[src/hdl/buck_phase_pkg.sv]
// constants shared by the buck phase grouping and termination tracking logic
package buck_phase_pkg;
  localparam int VOLT_W = 8;
  localparam int PHASE_W = 3;
  localparam int CFG_W = 2;
  localparam int NUM_BUCKS = 6;
  // phase shift codes: 000..110 are 45..315 degrees, 111 is zero shift
  localparam logic [2:0] PHASE_ZERO_DEG = 3'h7;
  localparam logic [2:0] PHASE_FIRST_STEP = 3'h0;
  // first group field
  localparam logic [1:0] CFG1_SINGLE = 2'h0;
  localparam logic [1:0] CFG1_DUAL = 2'h1;
  localparam logic [1:0] CFG1_QUAD = 2'h2;
  localparam logic [1:0] CFG1_TRIPLE = 2'h3;
  // second and third group fields; codes 10 and 11 are reserved
  localparam logic [1:0] CFG_PAIR_SINGLE = 2'h0;
  localparam logic [1:0] CFG_PAIR_DUAL = 2'h1;
  // bucks by index
  localparam int BUCK_ONE = 0;
  localparam int BUCK_TWO = 1;
  localparam int BUCK_THREE = 2;
  localparam int BUCK_FOUR = 3;
  localparam int BUCK_FIVE = 4;
  localparam int BUCK_SIX = 5;
  // ramp of buck six: one voltage code per step
  localparam int CLK_PERIOD_NS = 100;
  localparam int RAMP_STEP_NS = 2000;
  localparam int RAMP_STEP_CYCLES = (RAMP_STEP_NS + CLK_PERIOD_NS - 1) / CLK_PERIOD_NS;
  typedef enum logic [1:0] {
    SIX_OFF,
    SIX_RAMP,
    SIX_TRACK,
    SIX_DIRECT
  } six_state_t;
endpackage : buck_phase_pkg

[src/hdl/rail_governor.sv]
// per-regulator selection of governing settings and own phase register
`timescale 1ns/1ps
module rail_governor #(
  parameter int VW = buck_phase_pkg::VOLT_W
) (
  input wire logic mclk,
  input wire logic resetn,
  input wire logic follow,
  input wire logic [VW-1:0] own_voltage,
  input wire logic own_enable,
  input wire logic [VW-1:0] lead_voltage,
  input wire logic lead_enable,
  input wire logic phase_write,
  input wire logic [buck_phase_pkg::PHASE_W-1:0] phase_wdata,
  output logic [VW-1:0] voltage_q,
  output logic enable_q,
  output logic [buck_phase_pkg::PHASE_W-1:0] phase_q
);
  wire logic [VW-1:0] voltage_d = follow ? lead_voltage : own_voltage;
  wire logic enable_d = follow ? lead_enable : own_enable;

  always_ff @(posedge mclk or negedge resetn) begin
    if (!resetn) begin
      voltage_q <= '0;
      enable_q <= 1'b0;
    end else begin
      voltage_q <= voltage_d;
      enable_q <= enable_d;
    end
  end

  // phase stays per regulator whatever the grouping
  always_ff @(posedge mclk or negedge resetn) begin
    if (!resetn) begin
      phase_q <= buck_phase_pkg::PHASE_ZERO_DEG;
    end else if (phase_write) begin
      phase_q <= phase_wdata;
    end
  end
endmodule : rail_governor

[src/hdl/buck_phase_vtt_control.sv]
// phase grouping decode and termination tracking control for six bucks
// Operation
// - termination enable set: buck six reference becomes half buck five feedback
// - voltage scaling requests for buck six are ignored while tracking
// - six enabled with five in same slot tracks half of five immediately
// - six enabled after five ramps to its default code, then tracks
// - five disabled: six keeps tracking, both discharged by pull-downs
// - five re-enabled ramps up while six stays at half of it
// - only six disabled: pull-down select 0 high impedance, 1 discharge
// - six re-enabled ramps to run or standby code, then tracks again
// - quad grouping: bucks one to four governed by buck one
// - triple grouping: one to three governed by one, four independent
// - dual grouping of one and two governed by buck one
// - each member keeps its own phase shift field
// - first field: 00 single, 01 dual, 10 quad, 11 triple
// - three and four dual grouping governed by buck four
// - second field: 00 single, 01 dual, 10 and 11 reserved
// - quad or triple first grouping overrides the second field
// - five and six dual grouping governed by buck five
// - third field: 00 single, 01 dual, 10 and 11 reserved
// - every phase field resets to code 111, zero degrees
`timescale 1ns/1ps
module buck_phase_vtt_control #(
  parameter int VW = buck_phase_pkg::VOLT_W,
  parameter int RAMP_CYCLES = buck_phase_pkg::RAMP_STEP_CYCLES
) (
  input wire logic mclk,
  input wire logic resetn,
  input wire logic [1:0] first_group_phase_config,
  input wire logic [1:0] second_group_phase_config,
  input wire logic [1:0] third_group_phase_config,
  input wire logic termination_mode_enable,
  input wire logic termination_pulldown_select,
  input wire logic [VW-1:0] buck_six_default_voltage,
  input wire logic standby_state,
  input wire logic [4*VW-1:0] low_bucks_voltage,
  input wire logic [VW-1:0] buck_five_run_voltage,
  input wire logic [VW-1:0] buck_five_standby_voltage,
  input wire logic [VW-1:0] buck_six_run_voltage,
  input wire logic [VW-1:0] buck_six_standby_voltage,
  input wire logic [5:0] regulator_enable,
  input wire logic [5:0] regulator_phase_write,
  input wire logic [2:0] regulator_phase_shift,
  output logic [6*VW-1:0] rail_voltage,
  output logic [5:0] rail_enable,
  output logic [17:0] rail_phase,
  output logic [5:0] rail_follow_q,
  output logic six_ref_track_q,
  output logic six_switch_on_q,
  output logic five_pulldown_q,
  output logic six_pulldown_q,
  output logic six_hiz_q
);
  if (VW < 2) begin : g_bad_vw
    $error("voltage code width must be at least 2");
  end
  if (RAMP_CYCLES < 1 || RAMP_CYCLES > 4096) begin : g_bad_ramp
    $error("ramp step cycles out of range 1..4096");
  end

  localparam int RW = $clog2(RAMP_CYCLES + 1);
  localparam logic [RW-1:0] RAMP_LAST = RW'(RAMP_CYCLES - 1);

  // grouping decode
  wire logic g1_quad = first_group_phase_config == buck_phase_pkg::CFG1_QUAD;
  wire logic g1_triple = first_group_phase_config == buck_phase_pkg::CFG1_TRIPLE;
  wire logic g1_dual = first_group_phase_config == buck_phase_pkg::CFG1_DUAL;
  wire logic g1_wide = g1_quad | g1_triple;
  // reserved codes fall through to single phase
  wire logic g2_dual = !g1_wide &&
    second_group_phase_config == buck_phase_pkg::CFG_PAIR_DUAL;
  wire logic g3_dual =
    third_group_phase_config == buck_phase_pkg::CFG_PAIR_DUAL;

  wire logic [5:0] follow;
  assign follow[buck_phase_pkg::BUCK_ONE] = 1'b0;
  assign follow[buck_phase_pkg::BUCK_TWO] = g1_dual | g1_wide;
  assign follow[buck_phase_pkg::BUCK_THREE] = g1_wide | g2_dual;
  assign follow[buck_phase_pkg::BUCK_FOUR] = g1_quad;
  assign follow[buck_phase_pkg::BUCK_FIVE] = 1'b0;
  assign follow[buck_phase_pkg::BUCK_SIX] = g3_dual;

  // termination tracking only makes sense with five and six as separate rails
  wire logic vtt_on = termination_mode_enable && !g3_dual;
  wire logic five_req = regulator_enable[buck_phase_pkg::BUCK_FIVE];
  wire logic six_req = regulator_enable[buck_phase_pkg::BUCK_SIX];
  wire logic [VW-1:0] five_setting = standby_state ? buck_five_standby_voltage
                                                   : buck_five_run_voltage;
  wire logic [VW-1:0] six_setting = standby_state ? buck_six_standby_voltage
                                                  : buck_six_run_voltage;

  buck_phase_pkg::six_state_t state_q, state_d;
  logic five_on_q;
  logic started_q;
  logic [VW-1:0] six_dac_q, six_dac_d;
  logic [VW-1:0] target_q, target_d;
  logic [RW-1:0] ramp_cnt_q;

  wire logic five_rise = five_req && !five_on_q;
  wire logic ramp_tick = ramp_cnt_q == RAMP_LAST;
  wire logic ramp_done = six_dac_q == target_q;
  // first start after five uses the default code, a re-enable uses run or standby
  wire logic [VW-1:0] start_target = started_q ? six_setting
                                               : buck_six_default_voltage;
  wire logic [VW-1:0] step_up = six_dac_q + VW'(1);
  wire logic [VW-1:0] step_down = six_dac_q - VW'(1);

  always_comb begin
    state_d = state_q;
    target_d = target_q;
    unique case (state_q)
      buck_phase_pkg::SIX_OFF: begin
        if (six_req && !vtt_on) begin
          state_d = buck_phase_pkg::SIX_DIRECT;
        end else if (six_req && five_on_q) begin
          state_d = buck_phase_pkg::SIX_RAMP;
          target_d = start_target;
        end else if (six_req) begin
          state_d = buck_phase_pkg::SIX_TRACK;
        end
      end
      buck_phase_pkg::SIX_RAMP: begin
        if (!six_req) begin
          state_d = buck_phase_pkg::SIX_OFF;
        end else if (!vtt_on) begin
          state_d = buck_phase_pkg::SIX_DIRECT;
        end else if (ramp_done) begin
          state_d = buck_phase_pkg::SIX_TRACK;
        end
      end
      buck_phase_pkg::SIX_TRACK: begin
        // five going off or on again leaves six tracking
        if (!six_req) begin
          state_d = buck_phase_pkg::SIX_OFF;
        end else if (!vtt_on) begin
          state_d = buck_phase_pkg::SIX_DIRECT;
        end
      end
      buck_phase_pkg::SIX_DIRECT: begin
        if (!six_req) begin
          state_d = buck_phase_pkg::SIX_OFF;
        end else if (vtt_on) begin
          state_d = buck_phase_pkg::SIX_TRACK;
        end
      end
    endcase
  end

  always_comb begin
    six_dac_d = six_dac_q;
    if (state_q == buck_phase_pkg::SIX_RAMP) begin
      if (ramp_tick && six_dac_q < target_q) begin
        six_dac_d = step_up;
      end else if (ramp_tick && six_dac_q > target_q) begin
        six_dac_d = step_down;
      end
    end else if (state_q == buck_phase_pkg::SIX_OFF && vtt_on
                 && state_d == buck_phase_pkg::SIX_RAMP) begin
      six_dac_d = '0;
    end else if (!vtt_on) begin
      six_dac_d = six_setting; // in tracking the dac is frozen
    end
  end

  always_ff @(posedge mclk or negedge resetn) begin
    if (!resetn) begin
      state_q <= buck_phase_pkg::SIX_OFF;
      target_q <= '0;
      six_dac_q <= '0;
      five_on_q <= 1'b0;
    end else begin
      state_q <= state_d;
      target_q <= target_d;
      six_dac_q <= six_dac_d;
      five_on_q <= five_req;
    end
  end

  always_ff @(posedge mclk or negedge resetn) begin
    if (!resetn) begin
      started_q <= 1'b0;
    end else if (state_q == buck_phase_pkg::SIX_TRACK) begin
      started_q <= 1'b1;
    end
  end

  // every ramp climbs from code zero, so a late restart costs the full climb
  // slow ramp enable; restarts with each new ramp
  always_ff @(posedge mclk or negedge resetn) begin
    if (!resetn) begin
      ramp_cnt_q <= '0;
    end else if (state_q != buck_phase_pkg::SIX_RAMP || ramp_tick) begin
      ramp_cnt_q <= '0;
    end else begin
      ramp_cnt_q <= ramp_cnt_q + RW'(1);
    end
  end

  // pin-level controls of the termination pair
  wire logic six_tracking = state_d == buck_phase_pkg::SIX_TRACK;
  wire logic six_running = state_d != buck_phase_pkg::SIX_OFF;
  wire logic pair_discharge = vtt_on && !five_req;
  // six waiting for its later slot also counts as disabled alone here
  wire logic six_alone_off = vtt_on && five_req && !six_req;
  wire logic six_pd_d = pair_discharge || (six_alone_off && termination_pulldown_select);
  wire logic six_hiz_d = six_alone_off && !termination_pulldown_select;
  wire logic six_sw_d = six_running && !pair_discharge;

  always_ff @(posedge mclk or negedge resetn) begin
    if (!resetn) begin
      six_ref_track_q <= 1'b0;
      six_switch_on_q <= 1'b0;
      five_pulldown_q <= 1'b0;
      six_pulldown_q <= 1'b0;
      six_hiz_q <= 1'b0;
      rail_follow_q <= '0;
    end else begin
      six_ref_track_q <= six_tracking;
      six_switch_on_q <= six_sw_d;
      five_pulldown_q <= pair_discharge;
      six_pulldown_q <= six_pd_d;
      six_hiz_q <= six_hiz_d;
      rail_follow_q <= follow;
    end
  end

  // per-regulator settings and their governing leaders
  wire logic [6*VW-1:0] own_v = {six_dac_q, five_setting, low_bucks_voltage};
  wire logic [5:0] own_en = {six_sw_d, five_req, regulator_enable[3:0]};
  wire logic [6*VW-1:0] lead_v;
  wire logic [5:0] lead_en;
  wire logic [VW-1:0] v_one = low_bucks_voltage[buck_phase_pkg::BUCK_ONE*VW +: VW];
  wire logic [VW-1:0] v_four = low_bucks_voltage[buck_phase_pkg::BUCK_FOUR*VW +: VW];
  wire logic en_one = regulator_enable[buck_phase_pkg::BUCK_ONE];
  wire logic en_four = regulator_enable[buck_phase_pkg::BUCK_FOUR];
  assign lead_v = {five_setting, five_setting, v_one,
                   g1_wide ? v_one : v_four, v_one, v_one};
  assign lead_en = {five_req, five_req, en_one, g1_wide ? en_one : en_four, en_one, en_one};

  for (genvar i = 0; i < buck_phase_pkg::NUM_BUCKS; i++) begin : g_rail
    rail_governor #(.VW(VW)) u_gov (
      .mclk(mclk),
      .resetn(resetn),
      .follow(follow[i]),
      .own_voltage(own_v[i*VW +: VW]),
      .own_enable(own_en[i]),
      .lead_voltage(lead_v[i*VW +: VW]),
      .lead_enable(lead_en[i]),
      .phase_write(regulator_phase_write[i]),
      .phase_wdata(regulator_phase_shift),
      .voltage_q(rail_voltage[i*VW +: VW]),
      .enable_q(rail_enable[i]),
      .phase_q(rail_phase[i*buck_phase_pkg::PHASE_W +: buck_phase_pkg::PHASE_W])
    );
  end
endmodule : buck_phase_vtt_control

[config.mk]
export PLATFORM = sky130hd
export DESIGN_NAME = buck_phase_vtt_control
export DESIGN_NICKNAME = d
export VERILOG_FILES = /design/src/hdl/buck_phase_pkg.sv /design/src/hdl/rail_governor.sv /design/src/hdl/buck_phase_vtt_control.sv
export SDC_FILE = /design/constraint.sdc
export NUM_CORES = 1
export LEC_CHECK = 0
export ABC_AREA = 1
export BUFFER_PORTS_ARGS = -buffer_cell sky130_fd_sc_hd__buf_2
export CORE_ASPECT_RATIO = 1.25
export CORE_MARGIN = 10
export CORE_UTILIZATION = 40
export DETAILED_ROUTE_END_ITERATION = 8
export MAX_ROUTING_LAYER = met4
export PLACE_DENSITY = 0.67
export SYNTH_ARGS = -nofsm -noshare
export SYNTH_HDL_FRONTEND = slang
export SYNTH_SLANG_ARGS = --single-unit
[constraint.sdc]
create_clock -name mclk -period 2.9 [get_ports mclk]
set_clock_uncertainty 0.1 [all_clocks]
set_input_delay 0.435 -clock mclk [delete_from_list [all_inputs] [get_ports mclk]]
set_output_delay 0.435 -clock mclk [all_outputs]
set_load 0.005 [all_outputs]
==> reports/metrics.yaml <==
run_status:
  outcome: "completed"
die:
  io_pins: 181
  core-area_mm2: 0.0116
  die_y_um: 141
  rows: 44
  start_util_pct: 40.8
  die-area_mm2: 0.0165
  die_x_um: 117
route:
  ant_nets: 0
  wl_mm: 12.7
  drc_errors: 0
  drtIter0Drc: 211
  avgViaCountPerCell: 4.86
  avgRoutedWirePerCell_um: 15.9
  dr_total_vias: 3862
  drtPass1Iterations: 4
synthesis:
  synth-edff-count: 0
  syn_inst: 476
  synth_area_leaders: "dfrtp_1, nand2_1, dfstp_2"
  ys.flop_type: "dfrtp_1"
  ys_seq_area_share_pct: 56.2
  postSynth.asyncResetShare_pct: 100
  ys_types: 40
  syn_area_mm2: 0.00471
  synth_top_area_cell: "dfrtp_1"
  ys_seq_elements: 105
  ys_warn_count: 0
  yosysTopAreaCellShare_pct: 46.2
  avgSynthCellArea_um2: 9.90
critical_path:
  critPathArrivalTime_ps: 2810
  path_class: "reg -> reg"
  reg2regPathDepth: 14
  cp-end-kind: "register"
  cp-startpoint: "target_q[7]"
  path_max_fanout: 9
  crit_end: "six_dac_q[6]"
  reg2reg_from: "target_q[7]"
  rrSetupSlack_ps: 220
  start_kind: "register"
  critPathRequiredTime_ps: 3030
  r2r-end: "six_dac_q[6]"
clock_tree:
  holdBufCountCts: 0
  cts_inserted_buffers: 9
  cts_root_buf: "clkbuf_16"
  cts_resized: 0
  clock-sinks: 105
  cts_tree: "yes"
  cts_setup_buffers: 0
  ctsHtreeMaxLevel: 3
  clk_pin_slew_ps: 70
  clock_path_buffers: 2
  insertion_delay_ps: 340
place:
  gp_congestion: 0.887
  numPortBuffers: 178
  post-dp-hpwl_mm: 10.1
  place_area_mm2: 0.00570
flow_run:
  maxCapViolations: 0
global_routing:
  first_global_vias: 4020
  grt_pass1_wl_mm: 20.1
  overflow: 0
  grt_max_degree: 57
  antenna_found_initial: 3
  grt.total_usage_pct: 15.7
timing:
  setup_viol: 0
  hold_viol: 0
  finalMaxSlewViolations: 0
  max_slew_margin_pct: 59.4
  final.setup.tns_ps: 0
  rsz0062_at_grt: "true"
  fmax_ghz: 0.373
  finalCritPeriodShare_pct: 92.4
  finalCriticalPeriod_ps: 2680
  tightest_slew_ps: 609
power_and_ir_drop:
  pwr_density_cell_mw_per_mm2: 616
  p_total_mw: 3.72
  peakVddDrop_mv: 0.354
  p_leak_nw: 3.13
finish:
  final_cell_mix: "buf_2, nand2_1, dfrtp_1, inv_1"
  final_util_pct: 52.2
  multi_input_area_mm2: 0.00182
  nNetsFinal: 764
  seqCellArea_mm2: 0.00265
  final_common_cell: "buf_2"
  drive_gt1_share_pct: 40.1
  design_area_mm2: 0.00603
  areaGrowthSynthToFinish_pct: 28.1
  nFillCells: 1071
hold_path:
  hp-class: "in -> async"
==> synth_stat cells, types with 7 or more instances <==
master / instances
nor2_1: 29
a31oi_1: 12
mux2_2: 29
nand3_1: 7
inv_1: 34
dfrtp_1: 87
o21ai_0: 20
buf_4: 8
a21oi_1: 16
ha_1: 16
nand2_1: 137
buf_2: 7
dfstp_2: 18
==> metrics by stage <==
step                      hold slack (ps)  std cells  worst slack (ps)
after floorplan                      39.4        477               331
after global routing                 64.5        795             -17.2
after detailed placement              362        776               202
final                                11.7        795               221
after global placement                344        776               306
after CTS                            27.2        792               189
==> report_power, final <==
| group | switching (mW) | internal, mW | total, mW |
|---|---|---|---|
| registers | 0.0876 | 1.65 | 1.74 |
| logic | 0.448 | 0.354 | 0.802 |
| clock network | 0.577 | 0.606 | 1.18 |
| total | 1.11 | 2.61 | 3.72 |
==> cell type report <==
type,instances,area share (%)
diodes,3,0.124
clock buffers,9,3.73
clock inverters,7,1.18
inverters,37,2.30
multi-input cells,313,30.2
flip-flops and latches,105,44.0
well taps,138,2.86
repair buffers,183,15.6
==> worst max-delay path, cell delays in order (launching register included) <==
cell and delay [ps]:
dfrtp_1 360, inv_1 50, ha_1 300, a21o_1 160, nor2_1 170, nand3_1 100
buf_4 200, ha_2 380, nand3_1 80, nand2_1 120, a21oi_1 80, o21bai_1 160
nor2_1 60, o21ai_0 160, nand2_1 60
==> worst min-delay path by stage <==
stage | startpoint | endpoint | cells after the start
4_1_cts | resetn | six_hiz_q | 1
3_3_place_gp | ramp_cnt_q[0] | ramp_cnt_q[0] | 1
3_5_place_dp | ramp_cnt_q[0] | ramp_cnt_q[0] | 1
5_1_grt | resetn | six_ref_track_q | 1
2_1_floorplan | resetn | five_pulldown_q | 0
6_report | resetn | state_q[1] | 1
==> registers in the layout, summed over array words and instances, names as in the netlist <==
| register | count |
|---|---|
| five_pulldown_q | 1 |
| g_rail.u_gov.enable_q | 6 |
| g_rail.u_gov.phase_q | 18 |
| g_rail.u_gov.voltage_q | 48 |
| rail_follow_q | 4 |
| ramp_cnt_q | 5 |
| six_dac_q | 8 |
| six_hiz_q | 1 |
| six_pulldown_q | 1 |
| six_ref_track_q | 1 |
| six_switch_on_q | 1 |
| started_q | 1 |
| state_q | 2 |
| target_q | 8 |
==> metal layers <==
metal  global-route usage [%]  up-vias  part of all wire [%]  wire (um)
met3                     4.35        9                   6.6        837
met4                     4.82        0                   1.3        166
met2                     27.0      125                    52       6540
li1                         -     1898                     -          -
met5                        -        -                     0          0
met1                     17.2     1830                    40       5130
==> cells by family (layout without fill, tap and decap cells) <==
group,count (synthesis),after routing,synth area share [%]
other,1,5,0.0796
flip-flops,105,105,56.2
buffers and inverters,59,236,5.68
adder cells (fa/ha/maj),17,17,4.67
multiplexers,34,34,7.99
AO/OA/AOI/OAI,65,65,7.86
AND/OR/NAND/NOR,191,191,16.7
XOR/XNOR,4,4,0.744
Power figures use the tool's default switching activity.
